File: src/rtl/enc_out_map.svh
// Constants of the encoder output generator
`ifndef ENC_OUT_MAP_SVH
`define ENC_OUT_MAP_SVH

`define ENC_COUNTS_PER_TOOTH 7'h50
`define ENC_TOOTH_HIGH       7'h28
`define ENC_TEETH_PER_REV    6'h32
`define ENC_MISSING_TOOTH    6'h31
`define ENC_DIV_MIN          9'h001
`define ENC_DIV_MAX          9'h100
`define ENC_STEP_SHIFT       1
`define ENC_SYNC_DEPTH       3

`endif

File: src/rtl/enc_out_pkg.sv
// Types of the encoder output generator
package enc_out_pkg;

    typedef enum logic [1:0] {
        FMT_STEP_DIR,
        FMT_UP_DOWN,
        FMT_QUAD
    } fmt_t;

    typedef struct packed {
        logic       monitor_enable_cmd;
        logic       monitor_disable_cmd;
        logic       divider_set_cmd;
        logic       divider_trigger_cmd;
        logic       divider_clear_cmd;
        logic [8:0] divisor;
        fmt_t       fmt;
        logic       ext_source;
    } cmd_t;

    typedef struct packed {
        logic mon_on;
        logic mon_err;
        logic mod_on;
        logic trig_on;
        logic [8:0] divisor;
        fmt_t fmt;
        logic ext_source;
    } status_t;

endpackage

File: src/rtl/encoder_output_generator.sv
// Encoder output stage: raw mirror, index channel and modulo divider
// Operation
// - Monitor mirrors A, B, index onto lines 1-3
// - Monitor enable command starts raw mirroring if lines 1-3 are all inputs
// - Monitor disable command stops raw mirroring
// - Raw path is unscaled quadrature only
// - Index channel: 50 teeth per rev, one missing
// - Divisor 1 to 256, only divides down
// - Step formats: one pulse per two counts
// - Quadrature: one cycle per four counts
// - Divisor further divides rate by its value
// - Formats: step/dir, up/down, quadrature
// - Divider set command drives lines 6 and 7
// - Set command carries divisor, format, source
// - Trigger mode gates output by line 1 level
// - Divider clear command stops modulo output
`timescale 1ns/1ps
`include "enc_out_map.svh"

module encoder_output_generator (
    input  wire logic               sys_clk,
    input  wire logic               srst,
    input  wire logic               int_a,
    input  wire logic               int_b,
    input  wire logic               int_index,
    input  wire logic               ext_a,
    input  wire logic               ext_b,
    input  wire logic               line1_in,
    input  wire logic [2:0]         lines_are_inputs,
    input  wire enc_out_pkg::cmd_t  cmd,
    output logic                    line1_out,
    output logic                    line2_out,
    output logic                    line3_out,
    output logic                    lines13_oe,
    output logic                    line6_out,
    output logic                    line7_out,
    output logic                    lines67_oe,
    output logic                    buf_a_out,
    output logic                    buf_b_out,
    output logic                    buf_z_out,
    output enc_out_pkg::status_t    status
);
    typedef struct packed {
        enc_out_pkg::status_t st;
        logic signed [10:0]   rem;
        logic [1:0]           q;
        logic                 dir;
        logic [2:0]           sync_a;
        logic [2:0]           sync_b;
        logic [2:0]           sync_t;
        logic                 flt_a;
        logic                 flt_b;
        logic                 flt_t;
        logic [1:0]           prev_int;
        logic [1:0]           prev_ext;
        logic [6:0]           zcnt;
        logic [5:0]           zidx;
        logic [2:0]           raw;
        logic                 oe13;
        logic [1:0]           mod_lines;
        logic                 oe67;
        logic [2:0]           bufo;
    } state_t;
    state_t s;
    state_t next_s;
    // Gray position of an {a,b} pair: 00,10,11,01 is the up direction
    function automatic logic [1:0] gray_pos(input logic [1:0] ab);
        case (ab)
            2'h0:    gray_pos = 2'h0;
            2'h2:    gray_pos = 2'h1;
            2'h3:    gray_pos = 2'h2;
            default: gray_pos = 2'h3;
        endcase
    endfunction
    // Returns {count, up} for one quadrature transition
    function automatic logic [1:0] quad_step(input logic [1:0] prev, input logic [1:0] cur);
        logic [1:0] d;
        d = gray_pos(cur) - gray_pos(prev);
        quad_step = {(d == 2'h1) || (d == 2'h3), d == 2'h1};
    endfunction
    // Input counts per output event for a format and divisor
    function automatic logic signed [10:0] threshold(input enc_out_pkg::fmt_t f,
                                                      input logic [8:0] dv);
        logic [10:0] t;
        t = {2'h0, dv};
        if (f != enc_out_pkg::FMT_QUAD)
            t = t << `ENC_STEP_SHIFT;
        threshold = signed'(t);
    endfunction
    logic [1:0]         int_step;
    logic [1:0]         ext_step;
    logic [1:0]         src_step;
    logic               gate;
    logic               emit_up;
    logic               emit_dn;
    logic signed [10:0] thr;
    logic               mon_ok;
    logic [8:0]         new_div;
    always_comb
    begin
        next_s   = s;
        emit_up  = 1'b0;
        emit_dn  = 1'b0;
        // Pin inputs pass three flops; a change counts once the last two agree
        next_s.sync_a = {s.sync_a[1:0], ext_a};
        next_s.sync_b = {s.sync_b[1:0], ext_b};
        next_s.sync_t = {s.sync_t[1:0], line1_in};
        next_s.flt_a = (s.sync_a[1] == s.sync_a[2]) ? s.sync_a[2] : s.flt_a;
        next_s.flt_b = (s.sync_b[1] == s.sync_b[2]) ? s.sync_b[2] : s.flt_b;
        next_s.flt_t = (s.sync_t[1] == s.sync_t[2]) ? s.sync_t[2] : s.flt_t;
        int_step = quad_step(s.prev_int, {int_a, int_b});
        ext_step = quad_step(s.prev_ext, {s.flt_a, s.flt_b});
        next_s.prev_int = {int_a, int_b};
        next_s.prev_ext = {s.flt_a, s.flt_b};
        // Monitor commands; enabling with lines 1-3 not inputs is an error
        mon_ok = (lines_are_inputs == 3'h7);
        if (cmd.monitor_disable_cmd)
        begin
            next_s.st.mon_on  = 1'b0;
            next_s.st.mon_err = 1'b0;
        end
        else if (cmd.monitor_enable_cmd)
        begin
            next_s.st.mon_on  = mon_ok;
            if (!mon_ok)
                next_s.st.mon_err = 1'b1;
        end
        next_s.oe13 = next_s.st.mon_on;
        next_s.raw  = next_s.st.mon_on ? {int_index, int_b, int_a} : 3'h0;
        // Index channel built from the internal count position
        if (int_step[1])
        begin
            if (int_step[0])
            begin
                if (s.zcnt == `ENC_COUNTS_PER_TOOTH - 7'h01)
                begin
                    next_s.zcnt = 7'h00;
                    next_s.zidx = (s.zidx == `ENC_MISSING_TOOTH) ? 6'h00 : s.zidx + 6'h01;
                end
                else
                    next_s.zcnt = s.zcnt + 7'h01;
            end
            else if (s.zcnt == 7'h00)
            begin
                next_s.zcnt = `ENC_COUNTS_PER_TOOTH - 7'h01;
                next_s.zidx = (s.zidx == 6'h00) ? `ENC_MISSING_TOOTH : s.zidx - 6'h01;
            end
            else
                next_s.zcnt = s.zcnt - 7'h01;
        end
        next_s.bufo = {(next_s.zcnt < `ENC_TOOTH_HIGH) &&
                       (next_s.zidx != `ENC_MISSING_TOOTH), int_b, int_a};
        // Divider commands; clear wins, trigger is a set with gating on
        new_div = cmd.divisor;
        if (new_div < `ENC_DIV_MIN)
            new_div = `ENC_DIV_MIN;
        else if (new_div > `ENC_DIV_MAX)
            new_div = `ENC_DIV_MAX;
        if (cmd.divider_clear_cmd)
        begin
            next_s.st.mod_on  = 1'b0;
            next_s.st.trig_on = 1'b0;
        end
        else if (cmd.divider_set_cmd || cmd.divider_trigger_cmd)
        begin
            next_s.st.mod_on     = 1'b1;
            next_s.st.trig_on    = cmd.divider_trigger_cmd;
            next_s.st.divisor    = new_div;
            next_s.st.fmt        = cmd.fmt;
            next_s.st.ext_source = cmd.ext_source;
            next_s.q             = 2'h0;
            next_s.dir           = 1'b0;
        end
        src_step = s.st.ext_source ? ext_step : int_step;
        gate     = s.st.mod_on && (!s.st.trig_on || s.flt_t);
        thr      = threshold(s.st.fmt, s.st.divisor);
        if (gate && src_step[1])
        begin
            if (src_step[0])
            begin
                if (s.rem == thr - 11'sd1)
                begin
                    next_s.rem = 11'sd0;
                    emit_up    = 1'b1;
                end
                else
                    next_s.rem = s.rem + 11'sd1;
            end
            else if (s.rem == 11'sd1 - thr)
            begin
                next_s.rem = 11'sd0;
                emit_dn    = 1'b1;
            end
            else
                next_s.rem = s.rem - 11'sd1;
        end
        if (cmd.divider_set_cmd || cmd.divider_trigger_cmd)
            next_s.rem = 11'sd0;
        if (emit_up)
            next_s.dir = 1'b1;
        else if (emit_dn)
            next_s.dir = 1'b0;
        if (emit_up)
            next_s.q = s.q + 2'h1;
        else if (emit_dn)
            next_s.q = s.q - 2'h1;

        case (next_s.st.fmt)
            enc_out_pkg::FMT_STEP_DIR: next_s.mod_lines = {next_s.dir, emit_up | emit_dn};
            enc_out_pkg::FMT_UP_DOWN:  next_s.mod_lines = {emit_dn, emit_up};
            enc_out_pkg::FMT_QUAD:
                next_s.mod_lines = {next_s.q[1], next_s.q[1] ^ next_s.q[0]};
            default:                   next_s.mod_lines = 2'h0;
        endcase
        if (!next_s.st.mod_on)
            next_s.mod_lines = 2'h0;
        next_s.oe67 = next_s.st.mod_on;
    end

    always_ff @(posedge sys_clk)
    begin
        if (srst)
        begin
            s            <= '0;
            s.st.divisor <= `ENC_DIV_MIN;
            s.st.fmt     <= enc_out_pkg::FMT_STEP_DIR;
        end
        else
            s <= next_s;
    end

    assign line1_out  = s.raw[0];
    assign line2_out  = s.raw[1];
    assign line3_out  = s.raw[2];
    assign lines13_oe = s.oe13;
    assign line6_out  = s.mod_lines[0];
    assign line7_out  = s.mod_lines[1];
    assign lines67_oe = s.oe67;
    assign buf_a_out  = s.bufo[0];
    assign buf_b_out  = s.bufo[1];
    assign buf_z_out  = s.bufo[2];
    assign status     = s.st;

    a_mirror_lines: assert property (@(posedge sys_clk) disable iff (srst)
        lines13_oe |-> ({line3_out, line2_out, line1_out} ==
                        {$past(int_index), $past(int_b), $past(int_a)}))
        else $error("raw mirror does not follow internal encoder");
    a_mon_enable: assert property (@(posedge sys_clk) disable iff (srst)
        (cmd.monitor_enable_cmd && !cmd.monitor_disable_cmd && lines_are_inputs == 3'h7)
        |=> lines13_oe ##1 (lines13_oe || $past(cmd.monitor_disable_cmd)))
        else $error("monitor enable did not drive lines 1-3");
    a_mon_disable: assert property (@(posedge sys_clk) disable iff (srst)
        cmd.monitor_disable_cmd |=> (!lines13_oe && !line1_out && !line2_out && !line3_out))
        else $error("monitor disable left lines driven");
    a_mon_error: assert property (@(posedge sys_clk) disable iff (srst)
        (cmd.monitor_enable_cmd && !cmd.monitor_disable_cmd && lines_are_inputs != 3'h7)
        |=> (status.mon_err && !lines13_oe))
        else $error("monitor enable with output lines not flagged");
    a_index_missing: assert property (@(posedge sys_clk) disable iff (srst)
        (s.zidx == `ENC_MISSING_TOOTH) |-> !buf_z_out)
        else $error("index tooth present in missing slot");
    a_index_high: assert property (@(posedge sys_clk) disable iff (srst)
        (!$past(srst) && s.zidx != `ENC_MISSING_TOOTH && s.zcnt < `ENC_TOOTH_HIGH) |-> buf_z_out)
        else $error("index tooth low in first half");
    a_divisor_range: assert property (@(posedge sys_clk) disable iff (srst)
        (status.divisor >= `ENC_DIV_MIN) && (status.divisor <= `ENC_DIV_MAX))
        else $error("divisor out of range");
    a_step_ratio: assert property (@(posedge sys_clk) disable iff (srst)
        (status.fmt == enc_out_pkg::FMT_STEP_DIR && line6_out && $stable(status.divisor))
        |-> ($past(s.rem) == 11'(signed'({2'h0, status.divisor}) <<< 1) - 11'sd1) ||
            ($past(s.rem) == 11'sd1 - 11'(signed'({2'h0, status.divisor}) <<< 1)))
        else $error("step pulse not at two counts times divisor");
    a_quad_gray: assert property (@(posedge sys_clk) disable iff (srst)
        (status.fmt == enc_out_pkg::FMT_QUAD && $past(status.fmt == enc_out_pkg::FMT_QUAD)
         && lines67_oe && $past(lines67_oe))
        |-> ($countones({line7_out, line6_out} ^ $past({line7_out, line6_out})) <= 1))
        else $error("quadrature output moved two bits at once");
    a_set_enable: assert property (@(posedge sys_clk) disable iff (srst)
        (cmd.divider_set_cmd && !cmd.divider_clear_cmd)
        |=> (lines67_oe && s.rem == 11'sd0 && status.fmt == $past(cmd.fmt)))
        else $error("set command did not enable modulo path");
    a_trig_gate: assert property (@(posedge sys_clk) disable iff (srst)
        (status.trig_on && !s.flt_t && !cmd.divider_set_cmd && !cmd.divider_trigger_cmd)
        |=> $stable(s.rem))
        else $error("modulo path counted while trigger low");
    a_clear_stop: assert property (@(posedge sys_clk) disable iff (srst)
        cmd.divider_clear_cmd |=> (!lines67_oe && !line6_out && !line7_out))
        else $error("clear left modulo lines active");
    a_rem_bound: assert property (@(posedge sys_clk) disable iff (srst)
        status.mod_on |-> (s.rem < thr) && (s.rem > -thr))
        else $error("remainder left its range");

endmodule

File: config.mk
export PLATFORM = sky130hd
export DESIGN_NAME = encoder_output_generator
export DESIGN_NICKNAME = d
export VERILOG_FILES = /design/src/rtl/enc_out_pkg.sv /design/src/rtl/encoder_output_generator.sv
export VERILOG_INCLUDE_DIRS = /design/src /design/src/rtl
export SDC_FILE = /design/constraint.sdc
export NUM_CORES = 1
export LEC_CHECK = 0
export ABC_AREA = 0
export BUFFER_PORTS_ARGS = -buffer_cell sky130_fd_sc_hd__buf_2
export CAP_MARGIN = 10
export CORE_UTILIZATION = 45
export CTS_CLUSTER_DIAMETER = 100
export DETAILED_ROUTE_END_ITERATION = 8
export PLACE_DENSITY = 0.7
export SYNTH_ARGS = -nofsm -noshare
export SYNTH_HDL_FRONTEND = slang
export SYNTH_SLANG_ARGS = --single-unit
File: constraint.sdc
create_clock -name sys_clk -period 3.6 [get_ports sys_clk]
set_clock_uncertainty 0.05 [all_clocks]
set_input_delay 0.36 -clock sys_clk [delete_from_list [all_inputs] [get_ports sys_clk]]
set_output_delay 0.36 -clock sys_clk [all_outputs]
set_load 0.005 [all_outputs]
==> impl_results.md, run 1 <==
* Fin Hold WS at 0.1151 ns
* Worst Tran Pin Value at between 0.9 and 1 ns
* Routability cong. at between 0.9 and 1
* Num rows at 38
* Setup violators final at 0
* Antenna cells at 0
* Core ar. at 0.01084 mm²
* Synthesized area per cell at 7.651 µm²
* Final wirelength at between 10,000 and 15,000 µm
* Starting Density at 46.16%
* DRC violations left at 0
* DR iter-0 viols at 482
* Synth top cells by count: 66 x nor2_1, 65 x dfxtp_1, 48 x a21oi_1, 48 x nand2_1, 31 x clkbuf_1
* Worst path max stage delay at about 0.6 ns
* Dominant cells by area after synthesis: dfxtp_1 26%, nor2_1 5.0%, a21oi_1 4.8%
* Average routed wire per standard cell at around 16 µm
* Synth warnings at 0
* Int Power at ~1.4 mW
* CP cell instances: buf_4 -> nand2b_1 -> buf_4 -> a211oi_1 -> a21oi_1 -> a211oi_1 -> o211ai_1 -> or4_4 -> a21boi_1 -> mux4_2 -> o41ai_2
* TritonCTS Buffers at 9
* Max Freq at just under 0.3 GHz
* Max reg flops at 34
* Layout cell share with drive strength beyond 1 at 17.37%
* Largest Register: s
* Tmin final at ~3.4 ns
* Hold_buf cts at 0
* Final hold vios at 0
* Synth Cell Area at between 0.005 and 0.006 mm²
* Placement Cell Area at between 0.005 and 0.006 mm²
* Chip width at between 100 and 150 µm
* Total grt overflow at 0
* Syn Inst Count at between 600 and 700
* Critical path required time at around 3.8 ns
* Clock share of power at a little under a quarter
* CTS tree: done
* Finished Layout Cells at 831
* Pre-antenna DRT Iters at 6
* Die ar. at between 0.01 and 0.015 mm²
* Chip Height at about 110 µm
* Clock transition at path regs at roughly 0.080 ns
* P_leak at ~2.2 nW
* Clk buf depth at 2
* Antenna Nets Post-Route at 0
* Area leader, netlist: dfxtp_1
* Sw Ratio at 40.35%
* Post-route cell area at about 0.0056 mm²
* EDFF count, synth at 0
* Hpwl dp at slightly below 10,000 µm
* Top Family by Delay on Critical Path: compound AO/OA/AOI/OAI gates
* Share of power burned in registers at a little over a third
* Vias at roughly 5,000
* Placed Cells at 815
* Logic pwr share at between 30% and 40%
* Detail-routed via count per cell at approximately 6.0
* Final Max Slew Viols at 0
* Clock Sinks at 65
* Hold Crit Class: input port to flop
* Seq cells post-synth at 65
* First-pass GRT wire length at about 23,000 µm
* Primary FF master, synth: dfxtp_1
* Setup bufs post-CTS at 0
* Net Count, Synth at approximately 700
* VDD IR-drop max at 0.3107 mV
* IO Pins at 54
* Net Switching at about 980 µW
* Fin util at ~50%
* Status: complete, no violations
* Data arrival time of the critical path at roughly 3.7 ns
* Largest net degree at the start of global routing at approximately 50
* CP Class: flop to flop
* Max cap viols at 0
* Most frequent cell after synthesis: nor2_1
* CTS root buf: clkbuf_8
* Nets at 733
* Sequential share of the synthesized area at a little over a quarter
* Layout overhead on the synthesized area at 11.25%
* Initial antenna violation count at 0
* Fin crit share at 95.66%
* Critical Path Fanout Max at 10
* All-layer global routing usage at about a quarter
* Worst-Skew Late Latency at around 0.37 ns
* WP buf/inv at 2
* Synth top area share at a little over a quarter
* Vias in the first global route at 4,851
* Unique cell type count in the Yosys netlist at 73
* Slew Limit Headroom at 39.54%
* Critical Path Start Type: flop
* Critical path's slowest cell: or4_4
* FFs w/ async S/R, synth at 0%
* PD cells at around 430 mW/mm²
* H-tree levels at 3
* Crit end category: flop
* IO buf count at 53
cells by family after synthesis:
group                    after synthesis  share of synthesized area [%]
AND/OR/NAND/NOR                      269                          28.66
AO/OA/AOI/OAI                        178                          25.38
buffers and inverters                 89                          8.127
flip-flops                            65                          26.01
XOR/XNOR                              24                          4.801
adder cells (fa/ha/maj)               19                          4.751
multiplexers                          10                          2.276
worst paths after layout:
kind	from	endpoint	slack [ns]	cells after the start
worst max register to register	status[2]	line7_out	0.16	11
worst min-delay path	cmd[15]	status[14]	0.12	2
worst max-delay path	status[2]	line7_out	0.16	11
worst min register to register	next_s[37]	next_s[38]	0.39	1
power groups by stage:
stage               sequential (mW)  clock (mW)  combinational (mW)
floorplan                     0.868           0               0.727
global placement              0.890           0               0.912
detailed placement            0.895           0               0.936
CTS                           0.878       0.590               0.941
global route                  0.892       0.612                1.07
finish                        0.883       0.577               0.957
repair_timing:
item	4_1_cts	5_1_grt
endpoints found under the hold margin	0	0
gates resized for setup	0	5
setup endpoints to repair	0	8
layout make-up:
cell class / instances / area, µm²
Clock inverter: 5 / 42.54
Multi-Input combinational cell: 500 / 3324
Sequential cell: 65 / 1301
Tap cell: 140 / 175.2
Inverter: 27 / 101.3
Clock buffer: 11 / 131.4
Timing Repair Buffer: 83 / 490.5
Fill cell: 1059 / 5274
metal layers:
layer,GRT usage (%),routed length [µm],up-vias
met5,0,0,-
met4,9.002,262,0
met3,4.600,817,32
met2,39.54,6009,198
met1,33.02,6258,2346
li1,-,-,2437
placed cells by master (no fill, tap or decap), types with 4 or more instances in the layout:
cell       n
nor2b_1   24
o32ai_1    8
inv_1     26
o211ai_1   4
a21oi_1   48
nor3_1    19
xor2_1    10
or2_2      4
or3_1     13
o22ai_1    8
nand4_1   10
o31ai_1    6
o221ai_1   5
nor2_1    65
buf_2     53
o21ai_0   26
xnor2_1   12
buf_4     30
clkbuf_8   9
a211oi_1  14
nand2b_1   8
and3_1    12
nand2_1   48
a22oi_1    5
a31oi_1    5
ha_1      19
mux2i_1    8
clkinv_4   4
nand3_1   21
o31a_1     4
a21boi_0   4
dfxtp_1   65
a221oi_1   4
nand3b_1  15
stage by stage:
stage	setup WS (ns)	power, mW	setup TNS (ns)
finish	0.1563	2.418	0
global route	-0.002450	2.579	-0.002450
CTS	0.1286	2.409	0
detailed placement	0.1760	1.831	0
global placement	0.2253	1.802	0
floorplan	0.3327	1.595	0
Power figures use the tool's default switching activity.
==> inputs of run 2 (changes only) <==
--- a/config.mk
+++ b/config.mk
@@ -12,7 +12,6 @@
 export CORE_UTILIZATION = 45
 export CTS_CLUSTER_DIAMETER = 100
 export DETAILED_ROUTE_END_ITERATION = 8
-export PLACE_DENSITY = 0.7
 export SYNTH_ARGS = -nofsm -noshare
 export SYNTH_HDL_FRONTEND = slang
 export SYNTH_SLANG_ARGS = --single-unit
==> impl_results.md, run 2 (synthesis gave the netlist of run 1 again) <==
* DR iter-0 viols at a little over 400
* Leading cell type in the layout, fill and taps excluded: nor2_1
* H-tree levels at 3
* RSZ-0062 raised after global routing: false
* RR Startpoint: status[3]
* Slew Limit Headroom at 37.46%
* Num rows at 38
* Worst path max stage delay at 0.59 ns
* All-layer global routing usage at around 23%
* Worst-Skew Late Latency at 0.36 ns
* Data arrival time of the critical path at approximately 3.6 ns
* Worst Tran Pin Value at ~0.94 ns
* Clock share of power at a little over a quarter
* IO Pins at 54
* Die ar. at between 0.01 and 0.015 mm²
* Chip Height at roughly 110 µm
* Int Power at 1.530 mW
* Largest net degree at the start of global routing at about 50
* TritonCTS Buffers at 9
* Max Freq at 0.2963 GHz
* Total grt overflow at 0
* Share of power burned in registers at between 30% and 40%
* Routability cong. at 0.9119
* Hold Crit Class: input port to flop
* Clock Sinks at 65
* Critical path required time at between 3 and 4 ns
* Chip width at 107.4 µm
* DRC violations left at 0
* Clk buf depth at 2
* CP Class: flop to flop
* Hold_sp: cmd[15]
* Antenna Nets Post-Route at 0
* Layout cell share with drive strength beyond 1 at between 10% and 20%
* Clock transition at path regs at 0.08 ns
* Starting Density at a little under half
* Antenna cells at 0
* CP startpoint: status[3]
* Final wirelength at between 10,000 and 15,000 µm
* Critical Path Fanout Max at 7
* Total power at approximately 2.5 mW
* Critical path's slowest cell: or4_4
* Final WS setup at around 0.23 ns
* Sw Ratio at between 30% and 40%
* Largest Register: s
* PD cells at roughly 450 mW/mm²
* Average routed wire per standard cell at between 15 and 20 µm
* Core ar. at between 0.01 and 0.015 mm²
* CP cell instances: nor4_4 -> nand2b_2 -> a22o_1 -> or3_1 -> a211o_1 -> or4_4 -> a21boi_1 -> mux4_2 -> o41ai_2
* Fin crit share at a little over nine tenths
* Setup TNS at 0 ns
* Pre-antenna DRT Iters at 4
* IO buf count at 53
* VDD IR-drop max at between 0.2 and 0.3 mV
* Crit end category: flop
* Setup violators final at 0
* First-pass GRT wire length at between 20,000 and 25,000 µm
* Status: complete, no violations
* Critical Path Start Type: flop
* Layout overhead on the synthesized area at 11.33%
* Top Family by Delay on Critical Path: simple AND/OR/NAND/NOR gates
* CTS tree: done
* Vias in the first global route at 4,455
* Setup bufs post-CTS at 0
* Final Max Slew Viols at 0
* Max cap viols at 0
* WP buf/inv at 0
* Max reg flops at 34
* Pre-CTS setup slack at 0.1661 ns
* Vias at between 4,000 and 5,000
* Initial antenna violation count at 0
* CTS root buf: clkbuf_8
* Tmin final at about 3.4 ns
* Nets at 730
* Commonest non-fill, non-tap cells in the layout: 65 x nor2_1, 63 x dfxtp_1, 53 x buf_2
* Detail-routed via count per cell at around 5.9
* Final hold vios at 0
* Logic pwr share at 37.6%
* Hpwl dp at ~9500 µm
* Net Switching at about 970 µW
* P_leak at 2.234 nW
run 2: power by group through the flow:
stage	sequential [mW]	combinational, mW	clock, mW
3_3_place_gp	0.894	0.911	0
3_5_place_dp	0.896	0.925	0
5_1_grt	0.898	1.04	0.722
2_1_floorplan	0.868	0.727	0
4_1_cts	0.879	0.930	0.692
6_report	0.882	0.939	0.677
run 2: per-layer routing:
layer	global-route usage (%)	share of wire, %	up-vias
li1	-	-	2428
met1	32.28	50	2280
met2	36.59	44	169
met3	3.269	5.1	11
met4	6.849	1.1	0
met5	0	0	-
run 2: what timing repair did:
item | CTS | global route
endpoints found under the setup margin | 0 | 4
hold buffers | 0 | 0
resized for setup | 0 | 4
run 2: final cells by class:
class                           count  area [µm²]
Clock inverter                      6       72.57
Multi-Input combinational cell    500        3312
Fill cell                        1079        5270
Sequential cell                    65        1304
Inverter                           27       101.3
Clock buffer                       10       137.6
Timing Repair Buffer               80       467.9
Tap cell                          140       175.2
run 2: metrics by stage:
step	instances	util [%]	hold slack, ns	instance area, µm²
2_1_floorplan	654	-	0.3638	5004
3_3_place_gp	812	49.34	0.3658	5349
3_5_place_dp	812	49.34	0.3775	5349
4_1_cts	828	51.28	0.1123	5559
5_1_grt	828	51.39	0.1230	5570
6_report	828	51.39	0.1244	5570
run 2: final timing paths:
path,end,slack [ns],cells past startpoint
setup reg to reg,line7_out,0.23,9
hold reg to reg,next_s[32],0.39,1
hold / removal,status[14],0.12,2
setup / recovery,line7_out,0.23,9
